===== config.mk =====
export PLATFORM = sky130hd
export DESIGN_NAME = nand_host
export DESIGN_NICKNAME = d
export VERILOG_FILES = /design/src/nand_host_pkg.sv /design/src/data_fifo.sv /design/src/nand_host.sv
export VERILOG_INCLUDE_DIRS = /design/src
export SDC_FILE = /design/constraint.sdc
export NUM_CORES = 1
export LEC_CHECK = 0
export ABC_AREA = 0
export BUFFER_PORTS_ARGS = -buffer_cell sky130_fd_sc_hd__buf_2
export CAP_MARGIN = 10
export CORE_ASPECT_RATIO = 0.5
export CORE_MARGIN = 2
export CORE_UTILIZATION = 45
export CTS_CLUSTER_SIZE = 12
export DETAILED_ROUTE_END_ITERATION = 8
export GPL_ROUTABILITY_DRIVEN = 0
export SYNTH_ARGS = -nofsm -noshare
export SYNTH_HDL_FRONTEND = slang
export SYNTH_HIERARCHICAL = 1
export SYNTH_SLANG_ARGS = --single-unit

===== constraint.sdc =====
create_clock -name i_clock -period 5.33 [get_ports i_clock]
set_input_delay 1.066 -clock i_clock [delete_from_list [all_inputs] [get_ports i_clock]]
set_output_delay 1.066 -clock i_clock [all_outputs]
set_load 0.1 [all_outputs]

===== src/nand_host_cfg.svh =====
// Constants for the NAND host controller
`ifndef NAND_HOST_CFG_SVH
`define NAND_HOST_CFG_SVH
`define CMD_RESET        8'hFF
`define CMD_READ_SETUP   8'h00
`define CMD_READ_CONFIRM 8'h30
`define CMD_PROG_SETUP   8'h80
`define CMD_PROG_CONFIRM 8'h10
`define CMD_ERASE_SETUP  8'h60
`define CMD_ERASE_CONFIRM 8'hD0
`define CMD_STATUS       8'h70
`define CMD_SET_FEAT     8'hEF
`define CMD_CACHE_PROG   8'h15
`define FEAT_ECC_ADDR    8'h90
`define FEAT_ECC_ON      8'h08
`define PAGE_MAIN_BYTES  12'd2048
`define PAGE_SPARE_BYTES 12'd64
`define PAGE_BYTES       12'd2112
`define PAGE_MAIN_WORDS  12'd1024
`define PAGE_WORDS       12'd1056
`define PAGES_PER_BLOCK  7'd64
`define BLOCKS_PER_PLANE 13'd2048
`define BLOCKS_4GB       14'd4096
`define BLOCKS_8GB       14'd8192
`define PLANE_BIT        6
`define CLK_PERIOD_NS    4
`define STROBE_NS        25
`define STROBE_CYC       ((`STROBE_NS + `CLK_PERIOD_NS - 1) / `CLK_PERIOD_NS)
`define PROG_US          200
`define ERASE_US         700
`define PROG_CYC         ((`PROG_US * 1000) / `CLK_PERIOD_NS)
`define ERASE_CYC        ((`ERASE_US * 1000) / `CLK_PERIOD_NS)
`define STS_FAIL_BIT     0
`define STS_READY_BIT    6
`define STS_WP_N_BIT     7
`define FIFO_DEPTH       8
`endif


===== src/nand_host_pkg.sv =====
// Types for the NAND host controller
package nand_host_pkg;
   typedef enum logic [9:0] {
      ST_IDLE   = 10'b00_0000_0001,
      ST_CMD1   = 10'b00_0000_0010,
      ST_ADDR   = 10'b00_0000_0100,
      ST_WDATA  = 10'b00_0000_1000,
      ST_CMD2   = 10'b00_0001_0000,
      ST_BUSY   = 10'b00_0010_0000,
      ST_STCMD  = 10'b00_0100_0000,
      ST_RDATA  = 10'b00_1000_0000,
      ST_FEAT   = 10'b01_0000_0000,
      ST_DONE   = 10'b10_0000_0000
   } state_type;
   typedef enum logic [2:0] {
      OP_RESET  = 3'h0,
      OP_READ   = 3'h1,
      OP_PROG   = 3'h2,
      OP_ERASE  = 3'h3,
      OP_STATUS = 3'h4,
      OP_ECC    = 3'h5,
      OP_CPROG  = 3'h6
   } op_type;
endpackage


===== src/data_fifo.sv =====
// Parameterised flip-flop FIFO with valid/ready on both sides
module data_fifo #(
   parameter int WIDTH = 8,
   parameter int DEPTH = 8
) (
   input  wire logic             i_clock,
   input  wire logic             i_rst_n,
   input  wire logic             i_in_valid,
   output logic                  o_in_ready,
   input  wire logic [WIDTH-1:0] i_in_data,
   output logic                  o_out_valid,
   input  wire logic             i_out_ready,
   output logic      [WIDTH-1:0] o_out_data
);
   localparam int AW = $clog2(DEPTH);
   logic [WIDTH-1:0] mem_r [DEPTH];
   logic [AW-1:0]    wr_ptr_r;
   logic [AW-1:0]    rd_ptr_r;
   logic [AW:0]      count_r;
   logic             push;
   logic             pop;

   assign o_in_ready  = (count_r != (AW+1)'(DEPTH));
   assign o_out_valid = (count_r != '0);
   assign o_out_data  = mem_r[rd_ptr_r];
   assign push        = i_in_valid && o_in_ready;
   assign pop         = o_out_valid && i_out_ready;

   always_ff @(posedge i_clock) begin
      if (push) begin
         mem_r[wr_ptr_r] <= i_in_data;
      end
   end

   always_ff @(posedge i_clock or negedge i_rst_n) begin
      if (!i_rst_n) begin
         wr_ptr_r <= '0;
         rd_ptr_r <= '0;
         count_r  <= '0;
      end else begin
         if (push) begin
            wr_ptr_r <= (wr_ptr_r == AW'(DEPTH-1)) ? '0 : wr_ptr_r + 1'b1;
         end
         if (pop) begin
            rd_ptr_r <= (rd_ptr_r == AW'(DEPTH-1)) ? '0 : rd_ptr_r + 1'b1;
         end
         count_r <= count_r + (AW+1)'(push) - (AW+1)'(pop);
      end
   end
endmodule


===== src/nand_host.sv =====
// Host controller driving a NAND die over its strobe pins
// Summary of operation
// - Eight-bit shared bus with two strobes (write and read)
// - Five address cycles (three row cycles for erase), unused bits low
// - Column bit 11 clears bits 10:6
// - Reset command first after power-on
// - Command on CLE, address on ALE
`include "nand_host_cfg.svh"
module nand_host #(
   parameter int PROG_TIMEOUT  = `PROG_CYC * 4,
   parameter int ERASE_TIMEOUT = `ERASE_CYC * 4
) (
   input  wire logic        i_clock,
   input  wire logic        i_rst_n,
   input  wire logic        i_req,
   input  wire logic [2:0]  i_op,
   input  wire logic [11:0] i_column,
   input  wire logic [5:0]  i_page,
   input  wire logic [12:0] i_block,
   input  wire logic        i_big_die,
   input  wire logic        i_wide,
   input  wire logic        i_wp_allow,
   input  wire logic [11:0] i_len,
   input  wire logic        i_wr_valid,
   output logic             o_wr_ready,
   input  wire logic [7:0]  i_wr_data,
   output logic             o_rd_valid,
   output logic      [7:0]  o_rd_data,
   output logic             o_ack,
   output logic             o_busy,
   output logic             o_err,
   output logic      [7:0]  o_status,
   output logic             o_ecc_on,
   output logic             o_ce_n,
   output logic             o_cle,
   output logic             o_ale,
   output logic             o_write_strobe_n,
   output logic             o_read_strobe_n,
   output logic             o_wp_n,
   output logic      [7:0]  o_io_out,
   output logic             o_io_oe_n,
   input  wire logic [7:0]  i_io_in,
   input  wire logic        i_ready_busy_n
);
   localparam logic [7:0] STROBE_CYC = 8'(`STROBE_CYC);
   localparam int         TW = 20;

   nand_host_pkg::state_type state_r;
   nand_host_pkg::op_type    op_r;
   logic [39:0] addr_r;
   logic [2:0]  acnt_r;
   logic [2:0]  ncyc_r;
   logic [11:0] dcnt_r;
   logic [7:0]  tick_r;
   logic        phase_r;
   logic [TW-1:0] wait_r;
   logic        init_done_r;
   logic        ecc_r;
   logic        fifo_valid;
   logic        fifo_pop;
   logic [7:0]  fifo_data;
   logic        strobe_end;
   logic        sample_pt;

   // Address cycles and field packing
   function automatic logic [39:0] pack_addr(input logic [11:0] col, input logic [5:0] pg,
                                             input logic [12:0] blk, input logic big);
      logic [11:0] c;
      logic [18:0] row;
      c = col;
      if (c[11]) c[10:6] = 5'h00;
      row = {(big ? blk : {1'b0, blk[11:0]}), pg};
      pack_addr = {5'h00, row[18:16], row[15:8], row[7:0], 4'h0, c[11:8], c[7:0]};
   endfunction

   function automatic logic plane_of(input logic [18:0] row);
      plane_of = row[`PLANE_BIT];
   endfunction

   // one byte per write strobe from the FIFO
   data_fifo #(.WIDTH(8), .DEPTH(`FIFO_DEPTH)) u_fifo (
      .i_clock     (i_clock),
      .i_rst_n     (i_rst_n),
      .i_in_valid  (i_wr_valid),
      .o_in_ready  (o_wr_ready),
      .i_in_data   (i_wr_data),
      .o_out_valid (fifo_valid),
      .i_out_ready (fifo_pop),
      .o_out_data  (fifo_data)
   );

   assign strobe_end = phase_r && (tick_r == STROBE_CYC);
   // Read data is taken at the last low cycle of the read strobe
   assign sample_pt  = !phase_r && (tick_r == STROBE_CYC);
   assign fifo_pop   = (state_r == nand_host_pkg::ST_WDATA) && strobe_end;
   assign o_ecc_on   = ecc_r;
   assign o_wp_n     = i_wp_allow;

   // Strobe timing: low half then high half
   always_ff @(posedge i_clock or negedge i_rst_n) begin
      if (!i_rst_n) begin
         tick_r  <= 8'h00;
         phase_r <= 1'b0;
      end else if (state_r inside {nand_host_pkg::ST_CMD1, nand_host_pkg::ST_ADDR, nand_host_pkg::ST_CMD2,
                                   nand_host_pkg::ST_STCMD, nand_host_pkg::ST_RDATA, nand_host_pkg::ST_FEAT}
                   || (state_r == nand_host_pkg::ST_WDATA && fifo_valid)) begin
         if (tick_r == STROBE_CYC) begin
            tick_r  <= 8'h01;
            phase_r <= !phase_r;
         end else begin
            tick_r <= tick_r + 8'h01;
         end
      end else begin
         tick_r  <= 8'h00;
         phase_r <= 1'b0;
      end
   end

   // Main sequencer
   always_ff @(posedge i_clock or negedge i_rst_n) begin
      if (!i_rst_n) begin
         state_r     <= nand_host_pkg::ST_IDLE;
         op_r        <= nand_host_pkg::OP_RESET;
         addr_r      <= '0;
         acnt_r      <= 3'h0;
         ncyc_r      <= 3'h0;
         dcnt_r      <= 12'h000;
         wait_r      <= '0;
         init_done_r <= 1'b0;
         ecc_r       <= 1'b0;
         o_ack       <= 1'b0;
         o_err       <= 1'b0;
         o_status    <= 8'h00;
         o_rd_valid  <= 1'b0;
         o_rd_data   <= 8'h00;
      end else begin
         o_ack      <= 1'b0;
         o_rd_valid <= 1'b0;
         unique case (state_r)
            nand_host_pkg::ST_IDLE: begin
               if (i_req) begin
                  op_r   <= nand_host_pkg::op_type'(i_op);
                  addr_r <= pack_addr(i_column, i_page, i_block, i_big_die);
                  acnt_r <= 3'h0;
                  dcnt_r <= 12'h000;
                  o_err  <= 1'b0;
                  if (!init_done_r && i_op != 3'(nand_host_pkg::OP_RESET)) begin
                     o_err <= 1'b1;
                     o_ack <= 1'b1;
                  end else if (i_op == 3'(nand_host_pkg::OP_CPROG) && ecc_r) begin
                     o_err <= 1'b1;
                     o_ack <= 1'b1;
                  end else if (i_len > (i_wide ? `PAGE_WORDS : `PAGE_BYTES)) begin
                     o_err <= 1'b1;
                     o_ack <= 1'b1;
                  end else begin
                     ncyc_r  <= (i_op == 3'(nand_host_pkg::OP_ERASE)) ? 3'd3 : 3'd5;
                     state_r <= nand_host_pkg::ST_CMD1;
                  end
               end
            end
            nand_host_pkg::ST_CMD1: begin
               if (strobe_end) begin
                  unique case (op_r)
                     nand_host_pkg::OP_RESET, nand_host_pkg::OP_STATUS:
                        state_r <= nand_host_pkg::ST_BUSY;
                     nand_host_pkg::OP_ECC:
                        state_r <= nand_host_pkg::ST_FEAT;
                     nand_host_pkg::OP_ERASE: begin
                        addr_r  <= {16'h0000, addr_r[39:16]};
                        state_r <= nand_host_pkg::ST_ADDR;
                     end
                     default: state_r <= nand_host_pkg::ST_ADDR;
                  endcase
                  wait_r <= '0;
               end
            end
            nand_host_pkg::ST_ADDR: begin
               if (strobe_end) begin
                  addr_r <= {8'h00, addr_r[39:8]};
                  acnt_r <= acnt_r + 3'h1;
                  if (acnt_r + 3'h1 == ncyc_r) begin
                     state_r <= (op_r inside {nand_host_pkg::OP_PROG, nand_host_pkg::OP_CPROG})
                              ? nand_host_pkg::ST_WDATA : nand_host_pkg::ST_CMD2;
                  end
               end
            end
            nand_host_pkg::ST_FEAT: begin
               if (strobe_end) begin
                  acnt_r <= acnt_r + 3'h1;
                  if (acnt_r == 3'h4) begin
                     ecc_r   <= 1'b1;
                     o_ack   <= 1'b1;
                     state_r <= nand_host_pkg::ST_IDLE;
                  end
               end
            end
            nand_host_pkg::ST_WDATA: begin
               if (fifo_pop) begin
                  dcnt_r <= dcnt_r + 12'h001;
                  if (dcnt_r + 12'h001 == i_len) begin
                     state_r <= nand_host_pkg::ST_CMD2;
                  end
               end
            end
            nand_host_pkg::ST_CMD2: begin
               if (strobe_end) begin
                  wait_r  <= '0;
                  state_r <= nand_host_pkg::ST_BUSY;
               end
            end
            nand_host_pkg::ST_BUSY: begin
               wait_r <= wait_r + TW'(1);
               if (wait_r > TW'(4) && i_ready_busy_n) begin
                  state_r <= nand_host_pkg::ST_STCMD;
                  if (op_r == nand_host_pkg::OP_RESET) init_done_r <= 1'b1;
               end else if (wait_r == TW'((op_r == nand_host_pkg::OP_ERASE) ? ERASE_TIMEOUT : PROG_TIMEOUT)) begin
                  o_err   <= 1'b1;
                  o_ack   <= 1'b1;
                  state_r <= nand_host_pkg::ST_IDLE;
               end
            end
            nand_host_pkg::ST_STCMD: begin
               if (strobe_end) begin
                  dcnt_r  <= 12'h000;
                  state_r <= nand_host_pkg::ST_RDATA;
               end
            end
            nand_host_pkg::ST_RDATA: begin
               if (sample_pt) begin
                  if (dcnt_r == 12'h000) begin
                     o_status <= i_io_in;
                     if (!i_io_in[`STS_READY_BIT] || i_io_in[`STS_FAIL_BIT]) o_err <= 1'b1;
                     if (op_r inside {nand_host_pkg::OP_PROG, nand_host_pkg::OP_ERASE}
                         && !i_io_in[`STS_WP_N_BIT]) o_err <= 1'b1;
                  end
                  if (op_r == nand_host_pkg::OP_READ && dcnt_r != 12'h000) begin
                     o_rd_data  <= i_io_in;
                     o_rd_valid <= 1'b1;
                  end
               end
               if (strobe_end) begin
                  dcnt_r <= dcnt_r + 12'h001;
                  if (op_r != nand_host_pkg::OP_READ || dcnt_r == i_len) begin
                     state_r <= nand_host_pkg::ST_DONE;
                  end
               end
            end
            nand_host_pkg::ST_DONE: begin
               o_ack   <= 1'b1;
               state_r <= nand_host_pkg::ST_IDLE;
            end
         endcase
      end
   end

   // pin drive from state and phase
   // CLE for commands, ALE for addresses
   always_comb begin
      o_ce_n           = (state_r == nand_host_pkg::ST_IDLE) || (state_r == nand_host_pkg::ST_DONE);
      o_cle            = state_r inside {nand_host_pkg::ST_CMD1, nand_host_pkg::ST_CMD2, nand_host_pkg::ST_STCMD};
      o_ale            = (state_r == nand_host_pkg::ST_ADDR)
                      || (state_r == nand_host_pkg::ST_FEAT && acnt_r == 3'h0);
      o_write_strobe_n = !(!phase_r && tick_r != 8'h00 && state_r != nand_host_pkg::ST_RDATA
                           && (state_r != nand_host_pkg::ST_WDATA || fifo_valid)
                           && (o_cle || state_r inside {nand_host_pkg::ST_ADDR, nand_host_pkg::ST_WDATA,
                                                        nand_host_pkg::ST_FEAT}));
      o_read_strobe_n  = !(!phase_r && tick_r != 8'h00 && state_r == nand_host_pkg::ST_RDATA);
      o_io_oe_n        = (state_r == nand_host_pkg::ST_RDATA) || o_ce_n || (state_r == nand_host_pkg::ST_BUSY);
      o_io_out         = 8'h00;
      unique case (state_r)
         nand_host_pkg::ST_CMD1: begin
            unique case (op_r)
               nand_host_pkg::OP_RESET:  o_io_out = `CMD_RESET;
               nand_host_pkg::OP_READ:   o_io_out = `CMD_READ_SETUP;
               nand_host_pkg::OP_ERASE:  o_io_out = `CMD_ERASE_SETUP;
               nand_host_pkg::OP_STATUS: o_io_out = `CMD_STATUS;
               nand_host_pkg::OP_ECC:    o_io_out = `CMD_SET_FEAT;
               default:                  o_io_out = `CMD_PROG_SETUP;
            endcase
         end
         nand_host_pkg::ST_ADDR:  o_io_out = addr_r[7:0];
         nand_host_pkg::ST_FEAT:  o_io_out = (acnt_r == 3'h0) ? `FEAT_ECC_ADDR
                                           : (acnt_r == 3'h1) ? `FEAT_ECC_ON : 8'h00;
         nand_host_pkg::ST_WDATA: o_io_out = fifo_data;
         nand_host_pkg::ST_CMD2: begin
            unique case (op_r)
               nand_host_pkg::OP_READ:   o_io_out = `CMD_READ_CONFIRM;
               nand_host_pkg::OP_ERASE:  o_io_out = `CMD_ERASE_CONFIRM;
               nand_host_pkg::OP_CPROG:  o_io_out = `CMD_CACHE_PROG;
               default:                  o_io_out = `CMD_PROG_CONFIRM;
            endcase
         end
         nand_host_pkg::ST_STCMD: o_io_out = `CMD_STATUS;
         default:                 o_io_out = 8'h00;
      endcase
   end

   // busy while the pin is pulled low or the sequencer is not idle
   assign o_busy = !i_ready_busy_n || (state_r != nand_host_pkg::ST_IDLE);
endmodule


==> results.toml <==
[logic_synthesis]
synth_seq_area_share_pct = 50.90
post-synth-top-area-fraction_pct = 31.36
synth.avg_cell_area_sq_um = 10.94
synth_cells = 912
ys_top_cells_by_count = "sky130_fd_sc_hd__dfrtp_1, sky130_fd_sc_hd__nor2_1, sky130_fd_sc_hd__nand2_1"
most_used_flip_flop_cell_after_synthesis = "sky130_fd_sc_hd__dfrtp_1"
post-synth-top-area-cell = "sky130_fd_sc_hd__dfrtp_1"
synth_warnings = 6
total_standard_cell_area_after_synthesis_sq_um = 9973
synthTopCellsByArea = "sky130_fd_sc_hd__dfrtp_1, sky130_fd_sc_hd__edfxtp_1, sky130_fd_sc_hd__nor2_1"
most_common_cell_in_the_netlist = "sky130_fd_sc_hd__dfrtp_1"
synth_edf_count = 64
syn_nets = 1006
async_reset_ff_share_pct = 66.32
ys_ff_latch = 190
netlist-cell-type-count = 81

[timing]
finalMaxSlewViolations = 0
postLayoutSetupSlackWorst_ns = 0.7672
number_of_endpoints_with_negative_hold_slack_in_the_final_report = 0
clock.fmax_mhz = 219.2
worst_pin_slew_ns = 0.9433
fin_tns_setup_ns = 0
final_period_minus_worst_setup_slack_ns = 4.563
grt_setup_unrepaired = "false"
worst_slew_margin_rel_pct = 36.88
worst_clock_skew_ns = 0.01019
post-route-period-util_pct = 85.61
final-setup-viol-count = 0

[grt]
first_global_vias = 7410
wire_length_of_the_first_global_routing_pass_um = 39560
pin_count_of_the_biggest_net_entering_global_routing = 56
remaining_overflow_grt = 0
grt_use_total_pct = 21.81
antenna_found_initial = 0

[floorplanning]
die_width_um = 214.5
io_pins = 107
die-area_sq_um = 23440
fp-row-count = 38
initial_core_util_pct = 45.90
fp.coreArea_sq_um = 21730
die_height_um = 109.3

[route]
drcViolationCount = 0
vias_per_cell = 5.739
drtIter0Drc = 519
via_count = 7553
firstDrtPassIters = 5
average_wire_per_cell_in_the_routed_design_um = 18.85
totalWireLength_um = 24810
antenna_violating_nets_post_route = 0

[finish]
synthToLayoutAreaGrowth_pct = 13.89
layoutNonFillerInstCount = 1316
final_layout_size_suffix_gt1_share_pct = 20.87
finalNetCount = 1097
antennaDiodeCount = 0

[clock_network]
cts.root.buffer_cell = "sky130_fd_sc_hd__clkbuf_16"
post_cts_hold_buffer_count = 0
cts-htree-levels = 4
worst_skew_pair.late_latency_ns = 0.44
clkTransAtPathRegs_ns = 0.08
post-cts-setup-buffer-count = 0
clkSinkCount = 190
cts.path.max_buffers = 2
cts_tree = "built"
cts_resized = 0
cts_buffers = 17

[placement]
placement.setup.worst_slack_ns = 1.306
dp_hpwl_um = 17370
dp_cells = 1284
portBuffers = 104

[min_path]
worstHoldPathCells = 2
worst_min_delay_path_endpoint = "addr_r[12]$_DFFE_PN0P_"
hp-start = "addr_r[12]$_DFFE_PN0P_"
hold_path_class = "reg -> reg"

[critical_path]
r2r_start = "state_r[3]$_DFFE_PN0P_"
worst-path-max-fanout = 30
worst_r2r_path_depth = 6
rrSetupSlack_ns = 2.09
critPathCaptureType = "output pin"
type_of_origin_of_the_critical_path = "flip-flop"
r2r_end = "dcnt_r[4]$_DFFE_PN0P_"
criticalPathCategory = "reg -> out"
worstPathArrival_ns = 3.50
critPathRequiredTime_ns = 4.26

[pwr]
pwr-share-seq_pct = 49.3
total_leakage_power_uw = 0.004733
share_clk_of_total_power_pct = 38.1
switching_share_pct = 28.03
pwr-share-comb_pct = 12.6
power_per_cell_area_nw_per_um2 = 299.3
cell_internal_pwr_uw = 2447
net-switching-power_uw = 952.9
vdd.ir_drop.worst_uv = 220.8

[flow_run]
max-cap-violations = 0

[outcome]
run_status = "finished, final reports clean"
==> routing by layer <==
layer  part of all wire (%)  global-route usage (%)
met1                     46                   29.59
met2                     48                   36.36
met3                    4.1                   3.849
met4                    1.5                   6.349
met5                      0                       0
==> how the worst max path moves through the flow <==
| stage | slack, ns | depth (start not counted) | from | endpoint |
|---|---|---|---|---|
| 2_1_floorplan | 0.72 | 5 | state_r[3]$_DFFE_PN0P_ | o_io_out[3] |
| 3_3_place_gp | 1.35 | 8 | state_r[4]$_DFFE_PN0P_ | o_io_out[3] |
| 3_5_place_dp | 1.31 | 8 | state_r[4]$_DFFE_PN0P_ | o_io_out[3] |
| 4_1_cts | 0.82 | 8 | state_r[4]$_DFFE_PN0P_ | o_io_out[3] |
| 5_1_grt | 0.62 | 8 | state_r[4]$_DFFE_PN0P_ | o_io_out[3] |
| 6_report | 0.77 | 8 | state_r[4]$_DFFE_PN0P_ | o_io_out[3] |
==> registers in the layout (all words and copies together) (netlist names), 4 cells and up <==
| name | count |
|---|---|
| state_r | 10 |
| tick_r | 8 |
| wait_r | 20 |
| u_fifo/count_r | 4 |
| o_status | 8 |
| o_rd_data | 8 |
| u_fifo/mem_r | 64 |
| addr_r | 35 |
| dcnt_r | 12 |
==> power by group through the flow <==
stage / clock [uW] / sequential (uW) / combinational, uW
floorplan: 0 / 1730 / 246
global placement: 0 / 1700 / 415
detailed placement: 0 / 1700 / 436
CTS: 1320 / 1670 / 437
global route: 1390 / 1690 / 480
finish: 1300 / 1670 / 429
==> worst max-delay path: stages, from the launching register on <==
cell                       delay [ns]
sky130_fd_sc_hd__dfrtp_1         0.47
sky130_fd_sc_hd__nor4_1          0.70
sky130_fd_sc_hd__and4_1          0.30
sky130_fd_sc_hd__buf_4           0.34
sky130_fd_sc_hd__nand2_1         0.17
sky130_fd_sc_hd__a21oi_1         0.30
sky130_fd_sc_hd__a221oi_1        0.13
sky130_fd_sc_hd__o21ai_0         0.17
sky130_fd_sc_hd__buf_2           0.47
==> cell families (layout without fill, tap and decap cells) <==
group / after synthesis / count (layout) / synth area share (%)
xor+xnor: 39 / 39 / 3.425
simple gates: 347 / 347 / 18.03
flops: 190 / 190 / 50.90
fa+ha+maj: 24 / 24 / 3.086
buf+inv: 71 / 175 / 3.161
mux: 51 / 51 / 8.305
compound gates: 190 / 190 / 13.10
==> cell type report <==
type	instances	area [sq um]
fill	1918	10370
inverter	25	93.84
clock inverter	15	163.9
tap	300	375.4
sequential	190	5076
timing repair buffer	118	628.1
multi-input combinational	651	4596
clock buffer	17	425.4
==> stage by stage <==
stage               utilization, %  power, uW  hold slack (ns)  cell area [sq um]
finish                       52.27       3399           0.4863              11360
CTS                          52.27       3435           0.4914              11360
global placement             49.56       2113           0.4632              10770
detailed placement           49.56       2140           0.4731              10770
floorplan                        -       1976           0.4395               9973
global route                 52.27       3555           0.5158              11360
==> cells in the final DEF (no fill, tap or decap), types with 19 or more instances in the layout <==
master / instances
sky130_fd_sc_hd__o21ai_0: 59
sky130_fd_sc_hd__mux2_2: 22
sky130_fd_sc_hd__dfrtp_1: 125
sky130_fd_sc_hd__xnor2_1: 21
sky130_fd_sc_hd__a31oi_1: 19
sky130_fd_sc_hd__nand2_1: 86
sky130_fd_sc_hd__edfxtp_1: 64
sky130_fd_sc_hd__a21oi_1: 22
sky130_fd_sc_hd__nor2_1: 92
sky130_fd_sc_hd__a22oi_1: 21
sky130_fd_sc_hd__inv_1: 25
sky130_fd_sc_hd__ha_1: 23
sky130_fd_sc_hd__nand3_1: 26
sky130_fd_sc_hd__buf_2: 103
Note: power is estimated with default switching activity, not from simulation.
